### config.mk
export PLATFORM = sky130hd
export DESIGN_NAME = cmtim_top
export DESIGN_NICKNAME = d
export VERILOG_FILES = /design/src/cmtim_pkg.sv /design/src/cmtim_tick_if.sv /design/src/cmtim_tick_gen.sv /design/src/cmtim_top.sv
export SDC_FILE = /design/constraint.sdc
export NUM_CORES = 1
export LEC_CHECK = 0
export ABC_CLOCK_PERIOD_IN_PS = 2600
export BUFFER_PORTS_ARGS = -buffer_cell sky130_fd_sc_hd__clkbuf_2
export CAP_MARGIN = 20
export CORE_MARGIN = 2
export CORE_UTILIZATION = 45
export CTS_BUF_LIST = sky130_fd_sc_hd__clkbuf_8
export CTS_CLUSTER_SIZE = 14
export DETAILED_ROUTE_END_ITERATION = 7
export PLACE_DENSITY = 0.81
export SLEW_MARGIN = 5
export SYNTH_ARGS = -nofsm -noshare
export SYNTH_HDL_FRONTEND = slang
export SYNTH_SLANG_ARGS = --single-unit
### constraint.sdc
create_clock -name pclk -period 2.6 [get_ports pclk]
set_input_delay 0.52 -clock pclk [delete_from_list [all_inputs] [get_ports pclk]]
set_output_delay 0.52 -clock pclk [all_outputs]
set_load 0.05 [all_outputs]
### src/cmtim_pkg.sv
package cmtim_pkg;
   // Register byte offsets on the APB side
   localparam logic [11:0] OFS_CTL0 = 12'h000;
   localparam logic [11:0] OFS_CTL1 = 12'h004;
   localparam logic [11:0] OFS_CNT_LO = 12'h008;
   localparam logic [11:0] OFS_CNT_HI = 12'h00c;
   localparam logic [11:0] OFS_CMPA_LO = 12'h010;
   localparam logic [11:0] OFS_CMPA_HI = 12'h014;
   // Reset values
   localparam logic [7:0] CTL0_RST = 8'h00;
   localparam logic [7:0] CTL1_RST = 8'h00;
   localparam logic [9:0] CMPA_RST = 10'h000;
   // Control zero field positions
   localparam int C0_PAUSE = 7;
   localparam int C0_CKSEL_HI = 6;
   localparam int C0_CKSEL_LO = 4;
   localparam int C0_ON = 3;
   localparam int C0_PER_HI = 2;
   // Control one field positions
   localparam int C1_MODE_HI = 7;
   localparam int C1_MODE_LO = 6;
   localparam int C1_IOF_HI = 5;
   localparam int C1_IOF_LO = 4;
   localparam int C1_INIT = 3;
   localparam int C1_POL = 2;
   localparam int C1_SWAP = 1;
   localparam int C1_CLRSEL = 0;
   // Counter geometry and prescaler counts
   localparam int CNT_W = 10;
   localparam int PER_SHIFT = 7;
   localparam logic [1:0] SYS_DIV_LAST = 2'h3;
   localparam logic [5:0] HI16_MASK = 6'h0f;
   localparam logic [5:0] HI64_MASK = 6'h3f;
   // Clock select codes
   localparam logic [2:0] CK_SYS4 = 3'h0;
   localparam logic [2:0] CK_SYS = 3'h1;
   localparam logic [2:0] CK_HI16 = 3'h2;
   localparam logic [2:0] CK_HI64 = 3'h3;
   localparam logic [2:0] CK_SUB_A = 3'h4;
   localparam logic [2:0] CK_SUB_B = 3'h5;
   localparam logic [2:0] CK_EXT_RISE = 3'h6;
   localparam logic [2:0] CK_EXT_FALL = 3'h7;
   // Output function codes
   localparam logic [1:0] IOF_00 = 2'h0;
   localparam logic [1:0] IOF_01 = 2'h1;
   localparam logic [1:0] IOF_10 = 2'h2;
   localparam logic [1:0] IOF_11 = 2'h3;
   // Operating modes, in field order
   typedef enum {MODE_CMP, MODE_UNDEF, MODE_PWM, MODE_TMR} cmtim_mode_e;
endpackage

### src/cmtim_tick_if.sv
`timescale 1ns/10ps
interface cmtim_tick_if;
   logic [2:0] clock_select;
   logic tick;
   modport gen (input clock_select, output tick);
   modport use_tick (output clock_select, input tick);
endinterface

### src/cmtim_tick_gen.sv
`timescale 1ns/10ps
module cmtim_tick_gen (
   // Clock and reset
   input wire logic pclk,
   input wire logic presetn,
   // Asynchronous clock sources
   input wire logic high_clk,
   input wire logic sub_clk,
   input wire logic external_count_input,
   // Tick selection
   cmtim_tick_if.gen tk
);
   logic [2:0] sync1;
   logic [2:0] sync2;
   logic [2:0] sync3;
   logic [2:0] rise;
   logic [1:0] sys_div;
   logic [5:0] hi_div;
   logic next_tick;

   // Two stages per source, third stage only for edge detection
   always_ff @(posedge pclk or negedge presetn) begin
      if (!presetn) begin
         sync1 <= 3'h0;
         sync2 <= 3'h0;
         sync3 <= 3'h0;
      end else begin
         sync1 <= {external_count_input, sub_clk, high_clk};
         sync2 <= sync1;
         sync3 <= sync2;
      end
   end

   assign rise = sync2 & ~sync3;

   // Prescaler for the system quarter rate
   always_ff @(posedge pclk or negedge presetn) begin
      if (!presetn) begin
         sys_div <= 2'h0;
      end else begin
         sys_div <= sys_div + 2'h1;
      end
   end

   // Prescaler counting high clock edges; one counter serves both ratios
   always_ff @(posedge pclk or negedge presetn) begin
      if (!presetn) begin
         hi_div <= 6'h00;
      end else if (rise[0]) begin
         hi_div <= hi_div + 6'h01;
      end
   end

   // Source selection
   always_comb begin
      case (tk.clock_select)
         cmtim_pkg::CK_SYS4: next_tick = sys_div == cmtim_pkg::SYS_DIV_LAST;
         cmtim_pkg::CK_SYS: next_tick = 1'b1;
         cmtim_pkg::CK_HI16: next_tick = rise[0] &&
            ((hi_div & cmtim_pkg::HI16_MASK) == cmtim_pkg::HI16_MASK);
         cmtim_pkg::CK_HI64: next_tick = rise[0] &&
            (hi_div == cmtim_pkg::HI64_MASK);
         cmtim_pkg::CK_SUB_A, cmtim_pkg::CK_SUB_B: next_tick = rise[1];
         cmtim_pkg::CK_EXT_RISE: next_tick = rise[2];
         cmtim_pkg::CK_EXT_FALL: next_tick = ~sync2[2] & sync3[2];
         default: next_tick = 1'b0;
      endcase
   end

   // Registered so the counter sees a clean one-cycle strobe
   always_ff @(posedge pclk or negedge presetn) begin
      if (!presetn) begin
         tk.tick <= 1'b0;
      end else begin
         tk.tick <= next_tick;
      end
   end
endmodule // cmtim_tick_gen

### src/cmtim_top.sv
`timescale 1ns/10ps
module cmtim_top #(
   parameter int ADDR_W = 12
) (
   // Clock and reset
   input wire logic pclk,
   input wire logic presetn,
   // APB slave
   input wire logic psel,
   input wire logic penable,
   input wire logic pwrite,
   input wire logic [ADDR_W-1:0] paddr,
   input wire logic [31:0] pwdata,
   output logic pready,
   output logic [31:0] prdata,
   output logic pslverr,
   // Clock sources from outside
   input wire logic high_clk,
   input wire logic sub_clk,
   input wire logic external_count_input,
   // Timer outputs
   output logic timer_output_pin,
   output logic timer_output_en,
   output logic compare_a_flag,
   output logic compare_p_flag,
   output logic timer_event
);
   logic [7:0] ctl0;
   logic [7:0] ctl1;
   logic [9:0] count;
   logic [9:0] compare_a_value;
   logic [7:0] lo_buf;
   logic on_prev;
   logic on_rise;
   logic run;
   logic [10:0] nxt;
   logic a_hit;
   logic p_hit;
   logic ovf;
   logic period_by_a;
   logic clr_now;
   logic a_evt;
   logic p_evt;
   logic [10:0] duty;
   logic pwm_active;
   logic out_level;
   logic next_pin;
   logic next_en;
   logic access;
   logic done;
   logic [11:0] ofs;
   logic [31:0] next_rdata;
   logic next_err;
   logic [2:0] period_compare_value;
   logic [1:0] output_function_select;
   logic counter_on;
   logic counter_pause;
   logic output_initial_level;
   logic output_polarity;
   logic period_duty_swap;
   logic clear_condition_select;
   cmtim_pkg::cmtim_mode_e mode;
   cmtim_tick_if tk ();

   // Field views of the control registers
   assign counter_pause = ctl0[cmtim_pkg::C0_PAUSE];
   assign counter_on = ctl0[cmtim_pkg::C0_ON];
   assign period_compare_value = ctl0[cmtim_pkg::C0_PER_HI:0];
   assign tk.clock_select =
      ctl0[cmtim_pkg::C0_CKSEL_HI:cmtim_pkg::C0_CKSEL_LO];
   assign mode = cmtim_pkg::cmtim_mode_e'(
      ctl1[cmtim_pkg::C1_MODE_HI:cmtim_pkg::C1_MODE_LO]);
   assign output_function_select =
      ctl1[cmtim_pkg::C1_IOF_HI:cmtim_pkg::C1_IOF_LO];
   assign output_initial_level = ctl1[cmtim_pkg::C1_INIT];
   assign output_polarity = ctl1[cmtim_pkg::C1_POL];
   assign period_duty_swap = ctl1[cmtim_pkg::C1_SWAP];
   assign clear_condition_select = ctl1[cmtim_pkg::C1_CLRSEL];

   // Tick source: prescalers and synchronisers live here
   cmtim_tick_gen u_cmtim_tick_gen (
      .pclk(pclk),
      .presetn(presetn),
      .high_clk(high_clk),
      .sub_clk(sub_clk),
      .external_count_input(external_count_input),
      .tk(tk)
   );

   // Period bits as an eleven-bit clock count; zero gives the full range
   function automatic logic [10:0] period_count(input logic [2:0] p);
      if (p == 3'h0) begin
         period_count = 11'h400;
      end else begin
         period_count = {1'b0, p, 7'h00};
      end
   endfunction

   // APB decode
   assign access = psel & penable & ~pready;
   assign done = psel & penable & pready;
   assign ofs = 12'(paddr);

   // Edge of counter-on and the run gate
   assign on_rise = counter_on & ~on_prev;
   assign run = counter_on & ~counter_pause & ~on_rise;

   always_ff @(posedge pclk or negedge presetn) begin
      if (!presetn) begin
         on_prev <= 1'b0;
      end else begin
         on_prev <= counter_on;
      end
   end

   // Comparators look at the value the counter is about to take
   assign nxt = {1'b0, count} + 11'h001;
   assign a_hit = (nxt[9:0] == compare_a_value) &&
      (compare_a_value != 10'h000);
   assign p_hit = (nxt[9:cmtim_pkg::PER_SHIFT] == period_compare_value) &&
      (nxt[cmtim_pkg::PER_SHIFT-1:0] == 7'h00) &&
      (period_compare_value != 3'h0);
   assign ovf = nxt[10];

   // PWM uses the swap bit; other modes the clear select
   assign period_by_a = (mode == cmtim_pkg::MODE_PWM) ?
      period_duty_swap : clear_condition_select;
   // Overflow only reaches here when the chosen comparator is zero
   assign clr_now = period_by_a ? (a_hit | ovf) : (p_hit | ovf);

   // P flag is suppressed when A owns the clear outside PWM
   assign a_evt = tk.tick & run & a_hit;
   assign p_evt = tk.tick & run & (p_hit |
      (ovf & (period_compare_value == 3'h0))) &
      ~((mode != cmtim_pkg::MODE_PWM) & clear_condition_select);

   // Main counter; software reaches it only through counter-on
   always_ff @(posedge pclk or negedge presetn) begin
      if (!presetn) begin
         count <= 10'h000;
      end else if (on_rise) begin
         count <= 10'h000;
      end else if (tk.tick & run) begin
         count <= clr_now ? 10'h000 : nxt[9:0];
      end
   end

   // Event pulses, one cycle each
   always_ff @(posedge pclk or negedge presetn) begin
      if (!presetn) begin
         compare_a_flag <= 1'b0;
         compare_p_flag <= 1'b0;
         timer_event <= 1'b0;
      end else begin
         compare_a_flag <= a_evt;
         compare_p_flag <= p_evt;
         timer_event <= tk.tick & run & clr_now;
      end
   end

   // Compare-mode pin level; P matches never touch it
   always_ff @(posedge pclk or negedge presetn) begin
      if (!presetn) begin
         out_level <= 1'b0;
      end else if (mode == cmtim_pkg::MODE_CMP) begin
         if (on_rise) begin
            out_level <= output_initial_level;
         end else if (a_evt) begin
            case (output_function_select)
               cmtim_pkg::IOF_01: out_level <= 1'b0;
               cmtim_pkg::IOF_10: out_level <= 1'b1;
               cmtim_pkg::IOF_11: out_level <= ~out_level;
               default: out_level <= out_level;
            endcase
         end
      end
   end

   // PWM duty from whichever comparator is not setting the period
   assign duty = period_duty_swap ? period_count(period_compare_value) :
      {1'b0, compare_a_value};
   // A duty at or past the period simply stays active all period
   assign pwm_active = {1'b0, count} < duty;

   // Pin value per mode; timer mode releases the pin
   always_comb begin
      next_pin = 1'b0;
      next_en = 1'b0;
      case (mode)
         cmtim_pkg::MODE_CMP: begin
            next_pin = out_level ^ output_polarity;
            next_en = 1'b1;
         end
         cmtim_pkg::MODE_PWM: begin
            next_en = 1'b1;
            case (output_function_select)
               cmtim_pkg::IOF_01: next_pin = output_initial_level;
               cmtim_pkg::IOF_10: next_pin = pwm_active ?
                  output_initial_level : ~output_initial_level;
               default: next_pin = ~output_initial_level;
            endcase
            next_pin = next_pin ^ output_polarity;
         end
         default: begin
            next_pin = 1'b0;
            next_en = 1'b0;
         end
      endcase
   end

   always_ff @(posedge pclk or negedge presetn) begin
      if (!presetn) begin
         timer_output_pin <= 1'b0;
         timer_output_en <= 1'b0;
      end else begin
         timer_output_pin <= next_pin;
         timer_output_en <= next_en;
      end
   end

   // Control register writes
   always_ff @(posedge pclk or negedge presetn) begin
      if (!presetn) begin
         ctl0 <= cmtim_pkg::CTL0_RST;
         ctl1 <= cmtim_pkg::CTL1_RST;
      end else if (done && pwrite) begin
         if (ofs == cmtim_pkg::OFS_CTL0) begin
            ctl0 <= pwdata[7:0];
         end
         if (ofs == cmtim_pkg::OFS_CTL1) begin
            ctl1 <= pwdata[7:0];
         end
      end
   end

   // Low-byte buffer moves on a compare A low byte write and on high byte reads
   always_ff @(posedge pclk or negedge presetn) begin
      if (!presetn) begin
         lo_buf <= 8'h00;
         compare_a_value <= cmtim_pkg::CMPA_RST;
      end else if (done && pwrite) begin
         if (ofs == cmtim_pkg::OFS_CMPA_LO) begin
            lo_buf <= pwdata[7:0];
         end else if (ofs == cmtim_pkg::OFS_CMPA_HI) begin
            compare_a_value <= {pwdata[1:0], lo_buf};
         end
      end else if (access && !pwrite) begin
         // Same edge that captures the high byte, so a running count
         // cannot carry between the two halves
         if (ofs == cmtim_pkg::OFS_CNT_HI) begin
            lo_buf <= count[7:0];
         end else if (ofs == cmtim_pkg::OFS_CMPA_HI) begin
            lo_buf <= compare_a_value[7:0];
         end
      end
   end

   // Read mux; low bytes read the buffer, not the live value
   always_comb begin
      next_rdata = 32'h0000_0000;
      next_err = 1'b0;
      case (ofs)
         cmtim_pkg::OFS_CTL0: next_rdata[7:0] = ctl0;
         cmtim_pkg::OFS_CTL1: next_rdata[7:0] = ctl1;
         cmtim_pkg::OFS_CNT_LO: next_rdata[7:0] = lo_buf;
         cmtim_pkg::OFS_CNT_HI: next_rdata[1:0] = count[9:8];
         cmtim_pkg::OFS_CMPA_LO: next_rdata[7:0] = lo_buf;
         cmtim_pkg::OFS_CMPA_HI: next_rdata[1:0] = compare_a_value[9:8];
         default: next_err = 1'b1;
      endcase
   end

   // One wait state keeps every bus output registered
   always_ff @(posedge pclk or negedge presetn) begin
      if (!presetn) begin
         pready <= 1'b0;
         prdata <= 32'h0000_0000;
         pslverr <= 1'b0;
      end else begin
         pready <= access;
         pslverr <= access & next_err;
         prdata <= (access && !pwrite) ? next_rdata : 32'h0000_0000;
      end
   end
endmodule // cmtim_top

---- After elaboration in Yosys (flattened, before gate mapping) ----
Index checks and enable logic that the tools add are counted.
storage, ports and cells
  bits in registers ....................... 79
  bits of input ports ..................... 52
  output and inout bits ................... 39
  word-level logic and storage cells ...... 135
operators by class
  $add $sub $neg .......................... 3
  order comparisons ....................... 1
  eq/ne operators ......................... 24
  muxes and demuxes ....................... 25
  bitwise logic cells ..................... 31
  reductions and logical operators ........ 30
operator list
  kind                                                   number
  logical NOT 32 bit                                     2
  2-to-1 mux 8 bit                                       6
  2-to-1 mux 10 bit                                      3
  equality test 12 x 4 -> 1 bit (second input constant)  2
  equality test 12 x 5 -> 1 bit (second input constant)  2
  2-to-1 mux 11 bit                                      2
  case mux 6 bit (3 select lines)                        1
  AND 1 bit                                              15
  equality test 12 x 3 -> 1 bit (second input constant)  1
  equality test 3 bit (second input constant)            4
  logical NOT 12 bit                                     1
  adder 10 x 1 -> 11 bit (second input constant)         1
  < comparator 10 x 11 -> 1 bit                          1
  equality test 10 bit                                   1
  equality test 2 bit (second input constant)            5
  case mux 2 bit (5 select lines)                        1
  nonzero test 10 bit                                    1
  inverter 1 bit                                         9
  AND reduction 3 bit                                    3
  2-to-1 mux 1 bit                                       8
  logical AND 1 bit                                      7
  logical NOT 7 bit                                      1
  case mux 1 bit (7 select lines)                        1
  adder 6 x 1 -> 6 bit (second input constant)           1
  other kinds (23)                                       35

---- Logic depth before layout (Yosys ltp) ----
  depth in word-level cells ............... 9
  mapped depth ............................ 10
  mapped depth without buffers ............ 8

---- Modules after synthesis ----
From an unflattened synthesis, not the netlist that was laid out.
unflattened totals
  cell total of the unflattened synthesis .. 455
  area total of the unflattened synthesis .. 4,635.7 um^2
by module, submodules not included
  module          times used  cells an instance  area an instance (um^2)  seq. area each (um^2)
  cmtim_top       1           408                3,981.3                  1,526.5
  cmtim_tick_gen  1           47                 654.4                    450.4

---- Worst setup path after synthesis ----
Ideal clock, no wire load.
  path type ............................... register -> register
  from .................................... register count[1]
  to ...................................... register out_level
  data arrival time ....................... 2,412 ps
  data required time ...................... 2,469 ps
  setup slack ............................. 56 ps
  stages on the path, launching flop included .. 9
  path buffers ............................ 0
  clock period less this slack ............ 2,544 ps
  path through ............................ dfrtp_1 ha_1 and4_4 and2_4 a2111oi_2 and3_1 nand4_1 o311a_1 or3_1
on the way
  longest elaborated chain between the ends .. 6
RTL lines
  element                        line              text
  start, declared                cmtim_top.sv:30   logic [9:0] count;
  start signal, assigned         cmtim_top.sv:144  count <= clr_now ? 10'h000 : nxt[9:0];
  adder 10 x 1 -> 11 bit         cmtim_top.sv:117  assign nxt = {1'b0, count} + 11'h001;
  equality test 10 bit           cmtim_top.sv:118  assign a_hit = (nxt[9:0] == compare_a_value) &&
  logical AND 1 bit              cmtim_top.sv:118
  AND 1 bit                      cmtim_top.sv:132  assign a_evt = tk.tick & run & a_hit;
  nonzero test 2 bit (no line)   n/a
  AND reduction 3 bit (no line)  n/a
  end signal, assigned           cmtim_top.sv:167  out_level <= output_initial_level;
  end signal, assigned           cmtim_top.sv:172  cmtim_pkg::IOF_11: out_level <= ~out_level;
  end signal, assigned           cmtim_top.sv:173  default: out_level <= out_level;
  end, declared                  cmtim_top.sv:46   logic out_level;
Every way passes these cells.
A chain may end at the register's enable or synchronous reset.

---- Worst setup path after layout ----
  from .................................... register count[0]
  to ...................................... register count[5]
on the way
  longest elaborated chain between the ends .. 9
  elaborated cells on any way between the ends .. 13
  those cells by class .................... 1 x add/sub; 2 x eq/ne; 4 x mux; 2 x bitwise; 4 x reduce/logical
RTL lines
  element                                                          line                                text
  adder 10 x 1 -> 11 bit *                                         cmtim_top.sv:117
  logical NOT 7 bit / equality test 3 bit (equally long branches)  cmtim_top.sv:121, cmtim_top.sv:120
  logical AND 1 bit                                                cmtim_top.sv:120                    assign p_hit = (nxt[9:cmtim_pkg::PER_SHIFT] == period_compare_value) &&
  logical AND 1 bit                                                cmtim_top.sv:121                    (nxt[cmtim_pkg::PER_SHIFT-1:0] == 7'h00) &&
  OR 1 bit                                                         cmtim_top.sv:129                    assign clr_now = period_by_a ? (a_hit | ovf) : (p_hit | ovf);
  2-to-1 mux 1 bit                                                 cmtim_top.sv:129
  2-to-1 mux 10 bit *                                              cmtim_top.sv:144
  2-to-1 mux 10 bit *                                              cmtim_top.sv:143                    end else if (tk.tick & run) begin
  2-to-1 mux 10 bit *                                              cmtim_top.sv:141                    end else if (on_rise) begin
Every way passes the cells marked *; elsewhere a longest branch is shown, timed or not. The select of a mux whose other input is x is not followed.

==> impl_metrics.prom <==
# TYPE chip_impl_metric gauge
chip_impl_metric{name="area_growth",unit="%"} 17.4
chip_impl_metric{name="clock_network_latency_to_the_later_pin_of_the_worst_skew_pair",unit="ns"} 0.37
chip_impl_metric{name="cts-buffers-inserted",unit=""} 9
chip_impl_metric{name="route.antenna.remaining_nets",unit=""} 0
chip_impl_metric{name="largest_net_degree_at_the_start_of_global_routing",unit=""} 69
chip_impl_metric{name="synth.avg_cell_area",unit="µm²"} 10.2
chip_impl_metric{name="dieArea",unit="µm²"} 11400
chip_impl_metric{name="clk_transition_reported_paths",unit="ns"} 0.09
chip_impl_metric{name="synth_seq_cells",unit=""} 79
chip_impl_metric{name="dp_hpwl",unit="µm"} 8630
chip_impl_metric{name="grt-ovfl-total",unit=""} 0
chip_impl_metric{name="drc",unit=""} 0
chip_impl_metric{name="tritoncts_num_sinks",unit=""} 79
chip_impl_metric{name="post_layout_nonfiller_instances",unit=""} 680
chip_impl_info{name="crit_path_end_kind",value="flop"} 1
chip_impl_metric{name="critical_path.max_stage_delay",unit="ns"} 0.45
chip_impl_metric{name="first_pass_grt_wire_length",unit="µm"} 19100
chip_impl_metric{name="post_synth_inst_count",unit=""} 463
chip_impl_metric{name="routedWlPerCell",unit="µm"} 17.0
chip_impl_metric{name="synth-edff-count",unit=""} 0
chip_impl_metric{name="ir_worst_vdd",unit="V"} 0.000439
chip_impl_metric{name="firstDrtPassIters",unit=""} 5
chip_impl_metric{name="post_synth_cell_types",unit=""} 73
chip_impl_info{name="worstPathCellList",value="ha_1, and4_4, buf_4, a41oi_1, o21ai_0, or2_2, o32a_1, buf_4, a41oi_1, a31oi_1"} 1
chip_impl_metric{name="timing.critical_path.arrival",unit="ns"} 2.72
chip_impl_metric{name="num_antenna_cells",unit=""} 0
chip_impl_info{name="worstHoldPathType",value="in -> reg"} 1
chip_impl_metric{name="yosys_warnings",unit=""} 0
chip_impl_metric{name="maximum_capacitance_violations",unit=""} 0
chip_impl_metric{name="reported_leakage_power",unit="nW"} 2.55
chip_impl_metric{name="post_route_fraction_of_the_period_consumed_by_the_critical_path",unit="%"} 95.5
chip_impl_metric{name="count_of_final_setup_violators",unit=""} 0
chip_impl_info{name="layout_common_cells",value="76 x dfrtp_1, 48 x buf_4, 41 x clkbuf_2"} 1
chip_impl_metric{name="final_max_slew_viol_count",unit=""} 0
chip_impl_metric{name="placed_cells_incl_taps",unit=""} 661
chip_impl_info{name="layout.cells.most_common",value="dfrtp_1"} 1
chip_impl_metric{name="routed-via-count",unit=""} 3812
chip_impl_metric{name="fmaxAchievable",unit="MHz"} 403
chip_impl_info{name="library_cell_used_as_clock_root_buffer",value="clkbuf_8"} 1
chip_impl_metric{name="ys_seq_area_share",unit="%"} 41.7
chip_impl_metric{name="synth_largest_type_area_fraction",unit="%"} 41.7
chip_impl_metric{name="clock_tree.htree_level_count",unit=""} 3
chip_impl_metric{name="initial_utilization",unit="%"} 46.2
chip_impl_metric{name="worst-endpoint-required",unit="ns"} 2.84
chip_impl_metric{name="gp_weighted_congestion",unit=""} 0.929
chip_impl_info{name="tritoncts",value="done"} 1
chip_impl_metric{name="fillerInstances",unit=""} 883
chip_impl_info{name="critical_path_class",value="reg -> reg"} 1
chip_impl_metric{name="layout_cells_sized_above_1",unit="%"} 31.1
chip_impl_info{name="yosysTopAreaCell",value="dfrtp_1"} 1
chip_impl_metric{name="drtIter0Drc",unit=""} 249
chip_impl_metric{name="cts_buffer_depth",unit=""} 2
chip_impl_metric{name="nNetsFinal",unit=""} 607
chip_impl_metric{name="place_worst_setup_slack",unit="ns"} -0.0767
chip_impl_metric{name="hold_viol_final",unit=""} 0
chip_impl_metric{name="number_of_antenna_violations_at_the_first_check_in_global_routing",unit=""} 0
chip_impl_metric{name="timing.final.crit_period",unit="ns"} 2.48
chip_impl_metric{name="count_of_boundary_i_o_pins",unit=""} 91
chip_impl_metric{name="wl",unit="µm"} 11500
chip_impl_metric{name="clock_skew",unit="ns"} 0.0139
chip_impl_metric{name="chipWidth",unit="µm"} 107
chip_impl_metric{name="place.port_buffers",unit=""} 42
chip_impl_info{name="critical_path.slowest_cell",value="dfrtp_2"} 1
chip_impl_metric{name="worst-path-max-fanout",unit=""} 10
chip_impl_info{name="post_synth_main_area_contributors",value="dfrtp_1 42%, mux2_2 7.6%, ha_1 4.2%"} 1
chip_impl_metric{name="timing.slew.headroom",unit="%"} 61.1
chip_impl_metric{name="floorplan.rows",unit=""} 37
chip_impl_info{name="run_status",value="complete, no violations"} 1
chip_impl_metric{name="synth.cell_area",unit="µm²"} 4740
chip_impl_metric{name="first_global_vias",unit=""} 3876
chip_impl_metric{name="core_area",unit="µm²"} 10300
chip_impl_metric{name="power_per_cell_area",unit="nW/µm²"} 451
chip_impl_info{name="ys.flop_type",value="dfrtp_1"} 1
chip_impl_metric{name="final_util",unit="%"} 54.2
chip_impl_metric{name="timing.reg2reg.worst_path_depth",unit=""} 10
chip_impl_metric{name="post_drt_via_cell_ratio",unit=""} 5.61
chip_impl_metric{name="die_height",unit="µm"} 107
chip_impl_metric{name="worst_pin_slew",unit="ns"} 0.583
chip_impl_metric{name="holdPathStages",unit=""} 1
chip_impl_metric{name="final.setup.worst_slack",unit="ns"} 0.116
chip_impl_info{name="rsz_0062_raised_after_global_routing",value="false"} 1
chip_impl_metric{name="timing.setup.tns",unit="ns"} 0
chip_impl_metric{name="grt.total_usage",unit="%"} 21.4
chip_impl_metric{name="async_reset_ff_share",unit="%"} 100
chip_impl_info{name="worst_setup_path_start_kind",value="flop"} 1
area by class of cell:
type | count | area, µm² | share of cell area, %
Timing Repair Buffer | 92 | 616 | 11.1
Clock inverter | 7 | 87.6 | 1.57
Clock buffer | 9 | 124 | 2.22
Inverter | 7 | 26.3 | 0.472
Tap cell | 136 | 170 | 3.06
Multi-Input combinational cell | 350 | 2560 | 46.0
Sequential cell | 79 | 1980 | 35.6
per-stage QoR:
step	cell area, µm²	power (mW)	hold WS (ns)
2_1_floorplan	4830	1.51	0.224
3_3_place_gp	5240	1.55	0.333
3_5_place_dp	5240	1.56	0.339
4_1_cts	5500	2.53	0.249
5_1_grt	5570	2.61	0.238
6_report	5570	2.51	0.258
report_power, final:
| group | total, mW | internal [mW] | switching [mW] |
|---|---|---|---|
| Combinational | 0.213 | 0.0637 | 0.150 |
| Sequential | 1.32 | 1.28 | 0.0445 |
| Clock | 0.972 | 0.465 | 0.507 |
metal layers:
| metal | routed length, µm | vias to the layer above | GRT usage [%] |
|---|---|---|---|
| met4 | 238 | 0 | 9.55 |
| met3 | 569 | 25 | 3.89 |
| met1 | 5180 | 1842 | 28.2 |
| li1 | - | 1811 | - |
| met2 | 5560 | 134 | 34.6 |
| met5 | 0 | - | 0 |
state kept, by name (all words and copies together) (netlist names), 2 cells and up:
register                  flops
compare_a_value              10
count                        10
ctl0                          8
ctl1                          8
lo_buf                        8
prdata                        8
u_cmtim_tick_gen.hi_div       6
u_cmtim_tick_gen.sync1        3
u_cmtim_tick_gen.sync2        3
u_cmtim_tick_gen.sync3        3
u_cmtim_tick_gen.sys_div      2
cell usage after synthesis, types with 5 or more instances:
cell	count
a21oi_1	6
buf_2	8
mux2_2	32
nor3_1	8
buf_4	25
a31oi_1	12
nand4_1	9
o21ai_0	22
clkbuf_1	12
nor2_1	29
a222oi_1	6
nand2_1	39
a41oi_1	6
nand2b_1	9
inv_1	7
ha_1	16
xor2_1	7
and3_1	7
and2_1	5
mux2i_1	13
xnor2_1	12
dfrtp_1	79
nand3_1	10
critical path, delay by kind of cell (launching register included):
kind                       cells  cell delay [ns]
AOI/OAI and AO/OA              5             0.86
adders and majority gates      1             0.22
buffers and inverters          2             0.33
DFF                            1             0.45
and+or+nand+nor                2             0.50
cell families (layout without fill, tap and decap cells):
| family | Yosys count | in the layout | synth area share (%) |
|---|---|---|---|
| and+or+nand+nor | 152 | 152 | 17.5 |
| AOI/OAI and AO/OA | 93 | 93 | 14.2 |
| DFF | 79 | 79 | 41.7 |
| buffers and inverters | 57 | 115 | 8.02 |
| muxes | 45 | 45 | 10.3 |
| xor gates and xnor gates | 20 | 20 | 3.98 |
| adders and majority gates | 16 | 16 | 4.22 |
| other | 1 | 24 | 0.0791 |
what timing repair did:
action | CTS | global route
setup endpoints to repair | 1 | 12
buffers inserted | 1 | 1
endpoints found under the hold margin | 11 | 0
hold buffers | 1 | 0
pin swaps | 5 | 5
resized for setup | 4 | 16
final timing paths:
| path | start | slack (ns) | endpoint |
|---|---|---|---|
| setup / recovery | count[0]$_DFFE_PN0P_ | 0.12 | count[5]$_DFFE_PN0P_ |
| hold / removal | high_clk | 0.26 | u_cmtim_tick_gen.sync1[0]$_DFF_PN0_ |
| hold reg to reg | u_cmtim_tick_gen.sync1[0]$_DFF_PN0_ | 0.36 | u_cmtim_tick_gen.sync2[0]$_DFF_PN0_ |
| setup reg to reg | count[0]$_DFFE_PN0P_ | 0.12 | count[5]$_DFFE_PN0P_ |
| min in group asynchronous | presetn | 0.53 | u_cmtim_tick_gen.hi_div[1]$_DFFE_PN0P_ |
| max in group asynchronous | presetn | 1.46 | ctl1[1]$_DFFE_PN0P_ |
No activity file was read; power rests on OpenSTA's default activity.
